==> src/design/reset_guard_cfg.svh <==
// Constants for the reset guard: register offsets, guarded codes, reset values, field positions, timing.
// Assumes inclusion by bare name from the package and the top module.
`ifndef RESET_GUARD_CFG_SVH
`define RESET_GUARD_CFG_SVH

// Clocking: system clock and nominal low-speed oscillator rate
`define SYS_CLK_HZ 20000000
`define SLOW_OSC_HZ 32000
`define SLOW_OSC_DIV (`SYS_CLK_HZ / `SLOW_OSC_HZ)
`define AXI_ADDR_W 8

// Register byte offsets
`define OFF_PIN_FUNCTION 8'h00
`define OFF_CAUSE_FLAGS 8'h04
`define OFF_THRESHOLD 8'h08
`define OFF_QUALIFY_TIME 8'h0C
`define OFF_PROG_CTRL 8'h10
`define OFF_WDT_CTRL 8'h14
`define OFF_IRQ_STATUS 8'h18
`define OFF_IRQ_MASK 8'h1C

// Reset pin function codes
`define PIN_FN_IO 8'h55
`define PIN_FN_RESET 8'hAA

// Threshold codes
`define THR_1V70 8'h66
`define THR_1V90 8'h55
`define THR_2V55 8'h33
`define THR_3V15 8'h99
`define THR_3V80 8'hAA
`define THR_OFF 8'hF0

// Qualification field reset value and length in oscillator ticks
`define QSEL_RESET 2'h1
`define QUAL_TICKS_0 8'h08
`define QUAL_TICKS_1 8'h20
`define QUAL_TICKS_2 8'h40
`define QUAL_TICKS_3 8'h80

// Watchdog enable codes and control register layout
`define WDT_CODE_ENABLE 5'h0A
`define WDT_CODE_DISABLE 5'h15
`define WDT_TIMEOUT_BIT 7

// Key that triggers a programming reset
`define PROG_RESET_KEY 8'h55

// Cause flag bits
`define CF_WDT_ERR 0
`define CF_THR_ERR 1
`define CF_LV_RESET 2
`define CF_PIN_ERR 3

// Interrupt status bits
`define IRQ_PIN_ERR 0
`define IRQ_THR_ERR 1
`define IRQ_LV_RESET 2
`define IRQ_WDT_ERR 3
`define IRQ_WDT_TIMEOUT 4
`define IRQ_KEY_RESET 5
`define IRQ_W 6

// Sequencer timing in system clock cycles
`define SRESET_CYCLES 16
`define RESET_PULSE_CYCLES 4

// AXI responses
`define AXI_OKAY 2'h0
`define AXI_SLVERR 2'h2

`endif

==> src/design/reset_guard_pkg.sv <==
// Types for the reset guard: AXI4-Lite carriers and sequencer states.
// Assumes the constants header sits beside it on the include path.
`include "reset_guard_cfg.svh"
package reset_guard_pkg;
    typedef struct packed {
        logic awvalid;
        logic [`AXI_ADDR_W-1:0] awaddr;
        logic wvalid;
        logic [31:0] wdata;
        logic [3:0] wstrb;
        logic bready;
        logic arvalid;
        logic [`AXI_ADDR_W-1:0] araddr;
        logic rready;
    } axi_req_s;
    typedef struct packed {
        logic awready;
        logic wready;
        logic bvalid;
        logic [1:0] bresp;
        logic arready;
        logic rvalid;
        logic [31:0] rdata;
        logic [1:0] rresp;
    } axi_rsp_s;
    typedef enum logic [1:0] {ST_IDLE, ST_DELAY, ST_PULSE} rst_state_e;
endpackage

==> src/design/reset_guard_and_flag_logic.sv <==
// Reset supervision: guarded pin-function, threshold and watchdog codes, low-voltage qualification,
// sticky cause flags, key reset, watchdog time-out handling, AXI4-Lite registers and interrupt.
// Assumes one 20 MHz clock; low-voltage and reset pins are asynchronous, mode and time-out are same-clock.
//
// The AXI4-Lite slave port and the register addresses are this design's own decisions.
`timescale 1ns/1ps
`include "reset_guard_cfg.svh"

module reset_guard_and_flag_logic
    import reset_guard_pkg::*;
#(
    parameter int SRESET_CYCLES = `SRESET_CYCLES,
    parameter int RESET_PULSE_CYCLES = `RESET_PULSE_CYCLES,
    parameter int SLOW_OSC_DIV = `SLOW_OSC_DIV
)
(
    input wire logic i_clk_sys,
    input wire logic i_nrst,
    input wire axi_req_s i_axi,
    output axi_rsp_s o_axi,
    input wire logic i_lv_detect,
    input wire logic i_ext_reset_pin,
    input wire logic i_sleep_mode,
    input wire logic i_wdt_timeout,
    output logic o_sys_reset,
    output logic o_pc_sp_clear,
    output logic o_pin_is_reset,
    output logic o_wdt_enable,
    output logic o_lv_supervise_en,
    output logic o_irq
);
    // Bus side flops
    logic awready, wready, bvalid, arready, rvalid;
    logic [1:0] bresp, rresp;
    logic [31:0] rdata;
    logic aw_held, w_held;
    logic [`AXI_ADDR_W-1:0] aw_addr;
    logic [31:0] w_data;
    logic w_lane0;
    logic [32:0] rd_word, wr_word; // Read mux result, unmapped flag on top
    logic aw_hs, w_hs, ar_hs, wr_fire;
    logic next_aw_held, next_w_held, next_bvalid, next_rvalid;
    // Registers
    logic [7:0] reset_pin_function;
    logic [3:0] reset_cause_flags;
    logic [7:0] low_voltage_threshold;
    logic [1:0] qualify_time_select;
    logic [4:0] watchdog_enable_code;
    logic timeout_status_flag;
    logic [`IRQ_W-1:0] irq_status, irq_mask, irq_event, next_irq_status;
    logic [3:0] flag_set, flag_keep;
    // Sequencer
    rst_state_e state;
    logic [15:0] seq_cnt;
    logic [2:0] pend;
    logic [2:0] bad_vec;
    logic pin_bad, thr_valid, thr_bad, wdt_bad;
    logic imm_cold, warm, acc, delay_done, restore_pin, enter_pulse, key_hit;
    // Low-voltage path
    logic [15:0] div_cnt;
    logic osc_tick;
    logic lv_meta, lv_sync, lv_active, lv_fire;
    logic [7:0] lv_cnt, qual_ticks;
    logic ext_meta, ext_sync, ext_prev, ext_fall;
    logic we_pin, we_flags, we_thr, we_qual, we_wdt, we_istat, we_imask, wr_mapped;

    assign o_axi = '{awready: awready, wready: wready, bvalid: bvalid, bresp: bresp,
                     arready: arready, rvalid: rvalid, rdata: rdata, rresp: rresp};

    // Handshake terms; one write and one read in flight at most
    always_comb
    begin
        aw_hs = i_axi.awvalid & awready;
        w_hs = i_axi.wvalid & wready;
        ar_hs = i_axi.arvalid & arready;
        wr_fire = aw_held & w_held & ~bvalid;
        next_aw_held = (aw_held | aw_hs) & ~wr_fire;
        next_w_held = (w_held | w_hs) & ~wr_fire;
        next_bvalid = wr_fire | (bvalid & ~i_axi.bready);
        next_rvalid = ar_hs | (rvalid & ~i_axi.rready);
    end

    // Read mux; unimplemented bits read zero
    function automatic logic [32:0] read_word(input logic [`AXI_ADDR_W-1:0] a);
        logic [32:0] r;
        r = 33'h000000000;
        case (a)
            `OFF_PIN_FUNCTION: r[7:0] = reset_pin_function;
            `OFF_CAUSE_FLAGS: r[3:0] = reset_cause_flags;
            `OFF_THRESHOLD: r[7:0] = low_voltage_threshold;
            `OFF_QUALIFY_TIME: r[1:0] = qualify_time_select;
            `OFF_PROG_CTRL: r[7:0] = 8'h00;
            `OFF_WDT_CTRL: r[7:0] = {timeout_status_flag, 2'h0, watchdog_enable_code};
            `OFF_IRQ_STATUS: r[`IRQ_W-1:0] = irq_status;
            `OFF_IRQ_MASK: r[`IRQ_W-1:0] = irq_mask;
            default: r[32] = 1'b1;
        endcase
        return r;
    endfunction

    // Write channel capture and response
    always_ff @(posedge i_clk_sys)
    begin
        if (!i_nrst)
        begin
            aw_held <= 1'b0;
            w_held <= 1'b0;
            awready <= 1'b0;
            wready <= 1'b0;
            bvalid <= 1'b0;
            bresp <= `AXI_OKAY;
            aw_addr <= 8'h00;
            w_data <= 32'h00000000;
            w_lane0 <= 1'b0;
        end
        else
        begin
            aw_held <= next_aw_held;
            w_held <= next_w_held;
            bvalid <= next_bvalid;
            awready <= ~next_aw_held & ~next_bvalid;
            wready <= ~next_w_held & ~next_bvalid;
            if (aw_hs)
                aw_addr <= i_axi.awaddr;
            if (w_hs)
            begin
                w_data <= i_axi.wdata;
                w_lane0 <= i_axi.wstrb[0];
            end
            if (wr_fire)
                bresp <= wr_mapped ? `AXI_OKAY : `AXI_SLVERR;
        end
    end

    // Read channel; no read side effects
    always_ff @(posedge i_clk_sys)
    begin
        if (!i_nrst)
        begin
            arready <= 1'b0;
            rvalid <= 1'b0;
            rdata <= 32'h00000000;
            rresp <= `AXI_OKAY;
        end
        else
        begin
            rvalid <= next_rvalid;
            arready <= ~next_rvalid;
            if (ar_hs)
            begin
                rdata <= rd_word[31:0];
                rresp <= rd_word[32] ? `AXI_SLVERR : `AXI_OKAY;
            end
        end
    end

    // Write strobes; all fields live in byte lane 0
    always_comb
    begin
        rd_word = read_word(i_axi.araddr);
        wr_word = read_word(aw_addr);
        wr_mapped = ~wr_word[32];
        we_pin = wr_fire & w_lane0 & (aw_addr == `OFF_PIN_FUNCTION);
        we_flags = wr_fire & w_lane0 & (aw_addr == `OFF_CAUSE_FLAGS);
        we_thr = wr_fire & w_lane0 & (aw_addr == `OFF_THRESHOLD);
        we_qual = wr_fire & w_lane0 & (aw_addr == `OFF_QUALIFY_TIME);
        we_wdt = wr_fire & w_lane0 & (aw_addr == `OFF_WDT_CTRL);
        we_istat = wr_fire & w_lane0 & (aw_addr == `OFF_IRQ_STATUS);
        we_imask = wr_fire & w_lane0 & (aw_addr == `OFF_IRQ_MASK);
        key_hit = wr_fire & w_lane0 & (aw_addr == `OFF_PROG_CTRL) & (w_data[7:0] == `PROG_RESET_KEY);
    end

    // Guarded code checks
    always_comb
    begin
        pin_bad = (reset_pin_function != `PIN_FN_IO) && (reset_pin_function != `PIN_FN_RESET);
        thr_valid = (low_voltage_threshold == `THR_1V70) || (low_voltage_threshold == `THR_1V90) ||
                    (low_voltage_threshold == `THR_2V55) || (low_voltage_threshold == `THR_3V15) ||
                    (low_voltage_threshold == `THR_3V80);
        thr_bad = !thr_valid && (low_voltage_threshold != `THR_OFF);
        wdt_bad = (watchdog_enable_code != `WDT_CODE_ENABLE) && (watchdog_enable_code != `WDT_CODE_DISABLE);
        bad_vec = {wdt_bad, thr_bad, pin_bad};
    end

    // Reset requests; a pulse already in progress absorbs new ones
    always_comb
    begin
        acc = (state != ST_PULSE);
        imm_cold = key_hit | lv_fire | ext_fall;
        warm = i_wdt_timeout & ~i_sleep_mode;
        delay_done = (state == ST_DELAY) && (seq_cnt == 16'h0000) && !imm_cold && !warm;
        enter_pulse = (acc & (imm_cold | warm)) | delay_done;
        restore_pin = (acc & imm_cold) | delay_done;
    end

    // Sequencer: delayed software reset, then a fixed reset pulse
    always_ff @(posedge i_clk_sys)
    begin
        if (!i_nrst)
        begin
            state <= ST_IDLE;
            seq_cnt <= 16'h0000;
            pend <= 3'h0;
            o_sys_reset <= 1'b0;
        end
        else
        begin
            case (state)
                ST_IDLE:
                begin
                    if (enter_pulse)
                    begin
                        state <= ST_PULSE;
                        seq_cnt <= 16'(RESET_PULSE_CYCLES - 1);
                        o_sys_reset <= 1'b1;
                    end
                    else if (|bad_vec)
                    begin
                        state <= ST_DELAY;
                        seq_cnt <= 16'(SRESET_CYCLES - 1);
                        pend <= bad_vec;
                    end
                end
                ST_DELAY:
                begin
                    if (enter_pulse)
                    begin
                        state <= ST_PULSE;
                        seq_cnt <= 16'(RESET_PULSE_CYCLES - 1);
                        o_sys_reset <= 1'b1;
                        pend <= 3'h0;
                    end
                    else
                    begin
                        seq_cnt <= seq_cnt - 16'h0001;
                        pend <= pend | bad_vec;
                    end
                end
                ST_PULSE:
                begin
                    if (seq_cnt == 16'h0000)
                    begin
                        state <= ST_IDLE;
                        o_sys_reset <= 1'b0;
                    end
                    else
                        seq_cnt <= seq_cnt - 16'h0001;
                end
                default:
                begin
                    state <= ST_IDLE;
                    o_sys_reset <= 1'b0;
                end
            endcase
        end
    end

    // Pin function register and override output
    always_ff @(posedge i_clk_sys)
    begin
        if (!i_nrst)
        begin
            reset_pin_function <= `PIN_FN_IO;
            o_pin_is_reset <= 1'b0;
        end
        else
        begin
            if (restore_pin)
                reset_pin_function <= `PIN_FN_IO;
            else if (we_pin)
                reset_pin_function <= w_data[7:0];
            o_pin_is_reset <= (reset_pin_function == `PIN_FN_RESET);
        end
    end

    // Threshold and qualify select; a qualified low-voltage reset leaves both alone
    always_ff @(posedge i_clk_sys)
    begin
        if (!i_nrst)
        begin
            low_voltage_threshold <= `THR_1V70;
            qualify_time_select <= `QSEL_RESET;
        end
        else
        begin
            if (delay_done && pend[1])
                low_voltage_threshold <= `THR_1V70;
            else if (we_thr)
                low_voltage_threshold <= w_data[7:0];
            if (we_qual)
                qualify_time_select <= w_data[1:0];
        end
    end

    // Watchdog code and time-out flag; set wins over a clearing write
    always_ff @(posedge i_clk_sys)
    begin
        if (!i_nrst)
        begin
            watchdog_enable_code <= `WDT_CODE_ENABLE;
            timeout_status_flag <= 1'b0;
            o_wdt_enable <= 1'b0;
            o_pc_sp_clear <= 1'b0;
        end
        else
        begin
            if (restore_pin)
                watchdog_enable_code <= `WDT_CODE_ENABLE;
            else if (we_wdt)
                watchdog_enable_code <= w_data[4:0];
            if (i_wdt_timeout)
                timeout_status_flag <= 1'b1;
            else if (we_wdt && !w_data[`WDT_TIMEOUT_BIT])
                timeout_status_flag <= 1'b0;
            o_wdt_enable <= (watchdog_enable_code == `WDT_CODE_ENABLE);
            o_pc_sp_clear <= i_wdt_timeout & i_sleep_mode;
        end
    end

    // Cause flags: writing 0 clears, writing 1 keeps, hardware set wins
    always_comb
    begin
        flag_keep = we_flags ? w_data[3:0] : 4'hF;
        flag_set = 4'h0;
        flag_set[`CF_PIN_ERR] = delay_done & pend[0];
        flag_set[`CF_LV_RESET] = lv_fire & acc;
        flag_set[`CF_THR_ERR] = delay_done & pend[1];
        flag_set[`CF_WDT_ERR] = delay_done & pend[2];
    end

    always_ff @(posedge i_clk_sys)
    begin
        if (!i_nrst)
            reset_cause_flags <= 4'h0;
        else
            reset_cause_flags <= (reset_cause_flags & flag_keep) | flag_set;
    end

    // Interrupt status, write one to clear, set wins
    always_comb
    begin
        irq_event = {key_hit & acc, i_wdt_timeout, flag_set[`CF_WDT_ERR], flag_set[`CF_LV_RESET],
                     flag_set[`CF_THR_ERR], flag_set[`CF_PIN_ERR]};
        next_irq_status = (irq_status & ~(we_istat ? w_data[`IRQ_W-1:0] : 6'h00)) | irq_event;
    end

    always_ff @(posedge i_clk_sys)
    begin
        if (!i_nrst)
        begin
            irq_status <= 6'h00;
            irq_mask <= 6'h00;
            o_irq <= 1'b0;
        end
        else
        begin
            irq_status <= next_irq_status;
            if (we_imask)
                irq_mask <= w_data[`IRQ_W-1:0];
            o_irq <= |(next_irq_status & irq_mask);
        end
    end

    // Pin synchronisers; the first stage is never read, and ext_prev is a third stage for the falling-edge detect
    always_ff @(posedge i_clk_sys)
    begin
        if (!i_nrst)
        begin
            lv_meta <= 1'b0;
            lv_sync <= 1'b0;
            ext_meta <= 1'b1;
            ext_sync <= 1'b1;
            ext_prev <= 1'b1;
        end
        else
        begin
            lv_meta <= i_lv_detect;
            lv_sync <= lv_meta;
            ext_meta <= i_ext_reset_pin;
            ext_sync <= ext_meta;
            ext_prev <= ext_sync;
        end
    end
    assign ext_fall = o_pin_is_reset & ext_prev & ~ext_sync;

    // Oscillator tick divider; a tick stands for one low-speed period
    always_ff @(posedge i_clk_sys)
    begin
        if (!i_nrst)
        begin
            div_cnt <= 16'h0000;
            osc_tick <= 1'b0;
        end
        else
        begin
            osc_tick <= (div_cnt == 16'(SLOW_OSC_DIV - 1));
            div_cnt <= (div_cnt == 16'(SLOW_OSC_DIV - 1)) ? 16'h0000 : div_cnt + 16'h0001;
        end
    end

    // Qualification: the tick phase is random, so N ticks span N-1 to N periods
    always_comb
    begin
        case (qualify_time_select)
            2'h0: qual_ticks = `QUAL_TICKS_0;
            2'h1: qual_ticks = `QUAL_TICKS_1;
            2'h2: qual_ticks = `QUAL_TICKS_2;
            default: qual_ticks = `QUAL_TICKS_3;
        endcase
        lv_active = thr_valid & ~i_sleep_mode & lv_sync;
        lv_fire = lv_active & osc_tick & (lv_cnt == qual_ticks - 8'h01);
    end

    always_ff @(posedge i_clk_sys)
    begin
        if (!i_nrst)
        begin
            lv_cnt <= 8'h00;
            o_lv_supervise_en <= 1'b0;
        end
        else
        begin
            if (!lv_active || lv_fire)
                lv_cnt <= 8'h00;
            else if (osc_tick)
                lv_cnt <= lv_cnt + 8'h01;
            o_lv_supervise_en <= thr_valid & ~i_sleep_mode;
        end
    end

    // Checks
    logic [15:0] dly_age;
    always_ff @(posedge i_clk_sys)
    begin
        if (!i_nrst || state != ST_DELAY)
            dly_age <= 16'h0000;
        else
            dly_age <= dly_age + 16'h0001;
    end
endmodule // reset_guard_and_flag_logic

==> config.mk <==
export PLATFORM = sky130hd
export DESIGN_NAME = reset_guard_and_flag_logic
export DESIGN_NICKNAME = d
export VERILOG_FILES = /design/src/design/reset_guard_pkg.sv /design/src/design/reset_guard_and_flag_logic.sv
export VERILOG_INCLUDE_DIRS = /design/src /design/src/design
export SDC_FILE = /design/constraint.sdc
export NUM_CORES = 1
export LEC_CHECK = 0
export BUFFER_PORTS_ARGS = -buffer_cell sky130_fd_sc_hd__buf_2
export CAP_MARGIN = 30
export CELL_PAD_IN_SITES_DETAIL_PLACEMENT = 2
export CELL_PAD_IN_SITES_GLOBAL_PLACEMENT = 2
export CORE_MARGIN = 2
export CORE_UTILIZATION = 30
export DETAILED_ROUTE_END_ITERATION = 10
export PLACE_DENSITY_LB_ADDON = 0.1
export SYNTH_ARGS = -nofsm -noshare
export SYNTH_HDL_FRONTEND = slang
export SYNTH_SLANG_ARGS = --single-unit
==> constraint.sdc <==
create_clock -name i_clk_sys -period 2.5 [get_ports i_clk_sys]
set_clock_uncertainty 0.15 [all_clocks]
set_input_delay 0.25 -clock i_clk_sys [delete_from_list [all_inputs] [get_ports i_clk_sys]]
set_output_delay 0.25 -clock i_clk_sys [all_outputs]
set_load 0.05 [all_outputs]
* Word level (Yosys, flattened, before mapping)
Cells that the tools add are included.
** Word-level totals
- Register bits after elaboration :: 133
- Input bits :: 63
- Output and inout bits :: 47
- Logic and storage cells :: 213
** Cells by class
- Add/sub/neg operators :: 4
- Eq/ne operators :: 41
- Mux-type cells :: 28
- Bitwise gates (word level) :: 63
- Reduce and logical (&&, ||, !) cells :: 39
** Operators by type and width (number)
- 8-bit by 5-bit == test with 1-bit output, second input constant :: 8
- 16-bit 2-to-1 mux :: 4
- 16-bit case mux with 3 select lines :: 1
- 1-bit AND :: 36
- 8-bit by 4-bit == test with 1-bit output, second input constant :: 4
- 8-bit by 7-bit == test with 1-bit output, second input constant :: 3
- 8-bit == test, second input constant :: 3
- 8-bit case mux with 3 select lines :: 1
- 16-bit by 1-bit adder with 16-bit output, second input constant :: 1
- 16-bit by 10-bit == test with 1-bit output, second input constant :: 1
- 8-bit by 3-bit == test with 1-bit output, second input constant :: 2
- 16-bit zero test :: 1
- 8-bit zero test :: 2
- 8-bit != test, second input constant :: 2
- 8-bit OR reduction :: 2
- 16-bit by 1-bit subtractor with 16-bit output, second input constant :: 1
- 2-bit case mux with 7 select lines :: 1
- 6-bit AND :: 2
- 2-bit 2-to-1 mux :: 6
- 2-bit != test, second input constant :: 6
- 2-bit case mux with 3 select lines :: 2
- 2-bit case mux with 6 select lines :: 1
- 1-bit NOT :: 11
- 2-bit case mux with 5 select lines :: 1
- other kinds (35) :: 73

* Depth between registers and ports, before layout
- Word-level depth :: 18
- Gate-level depth with buffers :: 10
- Gate-level depth less buffers :: 9

* Worst setup path before layout
Ideal clock, no wire load.
- Kind :: reg-to-reg
- From :: register seq_cnt[0]
- To :: register seq_cnt[13]
- Setup time :: 0.117 ns
- Arrival :: 2.516 ns
- Required time :: 2.233 ns
- Slack :: -0.283 ns
- Stages on the path, launching flop included :: 11
- Buffers on the path :: 1
- Clock period less this slack :: 2.783 ns
- Cells stage by stage :: dfxtp_1 inv_1 ha_1 or4b_1 nor4b_4 and2_1 a21boi_2 a221oi_2 buf_2 o21ai_0 a32o_2
** On the way
- Cells in the longest elaborated chain, start to end :: 7
- Elaborated cells between the ends (all ways) :: 13
- Classes of those cells :: add/sub: 1; eq/ne: 2; mux: 4; bitwise: 1; reduce/logical: 5
** RTL lines
- start: declaration :: RTL line reset_guard_and_flag_logic.sv:54 : logic [15:0] seq_cnt;
- start signal: assignment :: RTL line reset_guard_and_flag_logic.sv:214 : seq_cnt <= 16'(RESET_PULSE_CYCLES - 1);
- start signal: assignment :: RTL line reset_guard_and_flag_logic.sv:220 : seq_cnt <= 16'(SRESET_CYCLES - 1);
- start signal: assignment :: RTL line reset_guard_and_flag_logic.sv:229 : seq_cnt <= 16'(RESET_PULSE_CYCLES - 1);
- parallel branches: the longest is 7 deep, another holds 16-bit by 1-bit subtractor with 16-bit output
Several ways; the timed one is not identified. The select of a mux whose other input is x is not followed.
A chain may end at the register's enable or synchronous reset.

* Worst setup path in the final report
- From :: register aw_addr[0]
- To :: register seq_cnt[15]
** On the way
- Cells in the longest elaborated chain, start to end :: 11
- Elaborated cells between the ends (all ways) :: 16
- Classes of those cells :: eq/ne: 2; mux: 3; bitwise: 7; reduce/logical: 4
** RTL lines
- start: declaration :: RTL line reset_guard_and_flag_logic.sv:37 : logic [`AXI_ADDR_W-1:0] aw_addr;
- start signal: assignment :: RTL line reset_guard_and_flag_logic.sv:124 : aw_addr <= i_axi.awaddr;
- 8-bit by 5-bit == test with 1-bit output (*)
- 1-bit AND (*) (2 in series) :: RTL line reset_guard_and_flag_logic.sv:170 : key_hit = wr_fire & w_lane0 & (aw_addr == `OFF_PROG_CTRL) & (w_data[7:0] == `PROG_RESET_KEY);
- 1-bit OR (*) (2 in series) :: RTL line reset_guard_and_flag_logic.sv:189 : imm_cold = key_hit | lv_fire | ext_fall;
- 1-bit zero test :: RTL line reset_guard_and_flag_logic.sv:191 : delay_done = (state == ST_DELAY) && (seq_cnt == 16'h0000) && !imm_cold && !warm;
- 1-bit logical AND (2 in series) :: RTL line reset_guard_and_flag_logic.sv:191
- 1-bit OR (*) :: RTL line reset_guard_and_flag_logic.sv:192 : enter_pulse = (acc & (imm_cold | warm)) | delay_done;
- 3-bit != test (no line) (tied with other cells)
- 3-bit AND reduction (no line) / 16-bit case mux with 3 select lines (equally long branches)
Every way passes the cells marked *; elsewhere a longest branch is shown, timed or not.

==> metrics <==
R2R depth 8; Post-synth ARST share 0%; Post-Syn Area approximately 0.0063 mm²; clock-pin slew on the worst setup and hold paths around 0.07 ns; Buf+Inv Stages, Crit Path 1; Clk network pwr share between 30% and 40%; routability congestion estimate ~0.81; status complete, but fails checks; combinational power share a little under two fifths; post-route antenna net violation count 0; final setup vio count 48; PD cells 828.2 mW/mm²; final hold viol count 0; total number of vias ~6300; crit-path cells or3_4, or4_4, o22a_1, and3_4, a221o_1, buf_4, o211ai_1, a21bo_1; flop2flop setup slack -0.35 ns; I/O Pins 110; kind of critical path reg -> reg; worst reg2reg endpoint seq_cnt[15]; die footprint around 0.022 mm²; CP endpoint kind register; max-cap viol count 0; final core utilization approximately 45%; Yosys top cell area share a little over two fifths; post-layout min period roughly 2.9 ns; worst-path fanout max 3; largest net degree at the start of global routing 39; unrepaired setup endpoints after global routing yes; Fillers roughly 2300; share of cells above drive strength 1 a little over a third; average size of a mapped cell roughly 8.4 µm²; later-pin clock latency in the skew report roughly 0.43 ns; Starting Density about 31%; core area between 0.02 and 0.025 mm²; first-pass GRT wire length 38120 µm; failing checks negative setup slack; Via density 5.077; GRT Util Overall between 20 and 25%; HPWL after DPL about 17000 µm; crit path max-delay cell type or4_4; H-tree depth 4; FF+latch count, synth 131; height of the die 148.9 µm; Root Buffer clkbuf_16; initial antenna violation count 0; startpoint types register; Reg2Reg Launch Point aw_addr[0]; synth unique cells 74; CTS buffer count 17; Hold/Removal Path Class in -> reg; Final Instance Count excl. Fillers approximately 1200; slew margin rel. 58.76%; CTS tree yes; nets 1029; Most used DFF post-synth dfxtp_1; Leak Pwr slightly below 4 nW; hold depth 3; Mapped Cells about 750; Synth warnings 0; Synth area leader dfxtp_1; Final Cycle Share 114.1%; Seq/Total Area, Yosys 41.65%; Sw Pwr 2.610 mW; drt first pass iters 4; Placed Cells approximately 1200; WP data required roughly 2.7 ns; total gr overflow 0; Max Fclk 350.5 MHz; cell family with most CP delay simple AND/OR/NAND/NOR gates; number of global-route vias before repair around 7000; worst-case clock buffer depth 2; sequential share of power about 30%; routed wire length per instance a little under 20 µm; number of port buffers 56; hold_sp i_nrst; Worst VDD drop 0.5373 mV; # rows 52; Slew Limit Fails 0; CTS sink count about 130; Routed WL approximately 25000 µm; n_diodes 0; Internal between 4 and 5 mW; Worst-Margin Slew ~0.60 ns; EDFF count, synth 0; Sw Ratio 34.47%; P&R area growth vs syn 45.23%; Max stage delay on crit path 0.46 ns; Min-Delay Endpoint rdata[0]; DRC 0; chip width about 150 µm; DRT iter0 DRCs 230; critical path arrival ~3.0 ns; final setup margin -0.3531 ns; synth top area cells dfxtp_1 (42%), nand2_1 (6.0%), nor2_1 (5.5%)
[cell usage after synthesis (all sizes together), types with 5 or more instances]
cell type	count
dfxtp	131
nand2	100
nor2	93
a21oi	56
buf	39
mux2i	32
o21ai	28
clkbuf	24
nand3	19
nor3	17
and3	15
inv	15
xor2	12
and2	11
nor4bb	11
nand4	9
xnor2	9
ha	8
nand2b	7
nor4	6
o211ai	6
or3	6
a211oi	5
a31oi	5
or4	5
[metrics by stage]
step	TNS (ns)	cell area, µm²	hold slack, ns	total power, mW	setup slack (ns)
floorplan	-0.9299	6432	0.1901	3.637	-0.1346
global placement	-6.020	7639	0.2559	4.385	-0.2781
detailed placement	-9.479	7639	0.2772	4.502	-0.3927
CTS	-4.563	8822	0.08394	7.345	-0.2733
global route	-11.61	9144	0.1008	7.961	-0.4174
finish	-7.355	9144	0.08584	7.573	-0.3531
[worst max-delay path by stage]
| stage | from | endpoint | depth (start not counted) |
|---|---|---|---|
| 6_report | aw_addr[0] | seq_cnt[15] | 8 |
| 5_1_grt | low_voltage_threshold[0] | seq_cnt[2] | 11 |
| 4_1_cts | seq_cnt[0] | seq_cnt[15] | 10 |
| 3_5_place_dp | low_voltage_threshold[7] | seq_cnt[7] | 10 |
| 3_3_place_gp | aw_addr[0] | seq_cnt[7] | 8 |
| 2_1_floorplan | seq_cnt[7] | seq_cnt[13] | 9 |
[worst min-delay path, stage by stage]
cell	delay [ns]
buf_2	0.11
inv_2	0.14
nor2_1	0.12
[cells by family (layout without fill, tap and decap cells)]
group | after synthesis | in the layout | synth area share [%]
AND/OR/NAND/NOR | 319 | 319 | 25.26
AO/OA/AOI/OAI | 151 | 151 | 15.56
flip-flops | 131 | 131 | 41.65
buffers and inverters | 79 | 278 | 6.796
multiplexers | 37 | 37 | 6.161
XOR/XNOR | 21 | 21 | 2.921
adder cells (fa/ha/maj) | 8 | 8 | 1.590
other | 1 | 26 | 0.05956
[cells in the final DEF, fill, tap and decap left out, types with 19 or more instances in the layout]
cell	n
conb_1	26
mux2i_1	32
buf_2	56
dlygate4sd3_1	23
buf_4	131
a21oi_1	44
buf_6	19
nor2_1	84
dfxtp_1	119
nand2_1	91
[area by class of cell]
cell class	instances	area [µm²]	share of cell area, %
repair buffers	230	1728	18.90
multi-input cells	562	3805	41.61
clock buffers	18	439.2	4.803
inverters	16	60.06	0.6568
well taps	270	337.8	3.695
clock inverters	14	128.9	1.409
flip-flops and latches	131	2645	28.93
[power by group through the flow]
| stage | combinational [mW] | clock (mW) | sequential (mW) |
|---|---|---|---|
| finish | 2.87 | 2.43 | 2.26 |
| global route | 3.10 | 2.59 | 2.27 |
| CTS | 2.59 | 2.49 | 2.26 |
| detailed placement | 2.20 | 0 | 2.31 |
| global placement | 2.09 | 0 | 2.30 |
| floorplan | 1.28 | 0 | 2.36 |
[state kept, by name (all words and copies together) (netlist names), 2 cells and up]
register / count
aw_addr: 8
irq_status: 6
div_cnt: 16
pend: 3
reset_pin_function: 8
seq_cnt: 16
w_data: 8
qualify_time_select: 2
rdata: 8
state: 2
irq_mask: 6
lv_cnt: 8
reset_cause_flags: 4
low_voltage_threshold: 8
watchdog_enable_code: 5
[routing by layer]
layer	share of wire [%]	vias up	global-route usage, %	wire length (µm)
met5	0	-	0	0
met4	1.8	0	6.524	442
met3	2.6	26	3.700	636
met2	54	101	41.34	13210
met1	42	3157	26.08	10220
li1	-	3017	-	-
[timing repair]
action | CTS | global route
endpoints found under the hold margin | 24 | 0
pin swaps | 20 | 24
resized for setup | 66 | 60
endpoints found under the setup margin | 48 | 49
buffers inserted | 12 | 14
hold buffers | 23 | 0
Power figures use the tool's default switching activity.
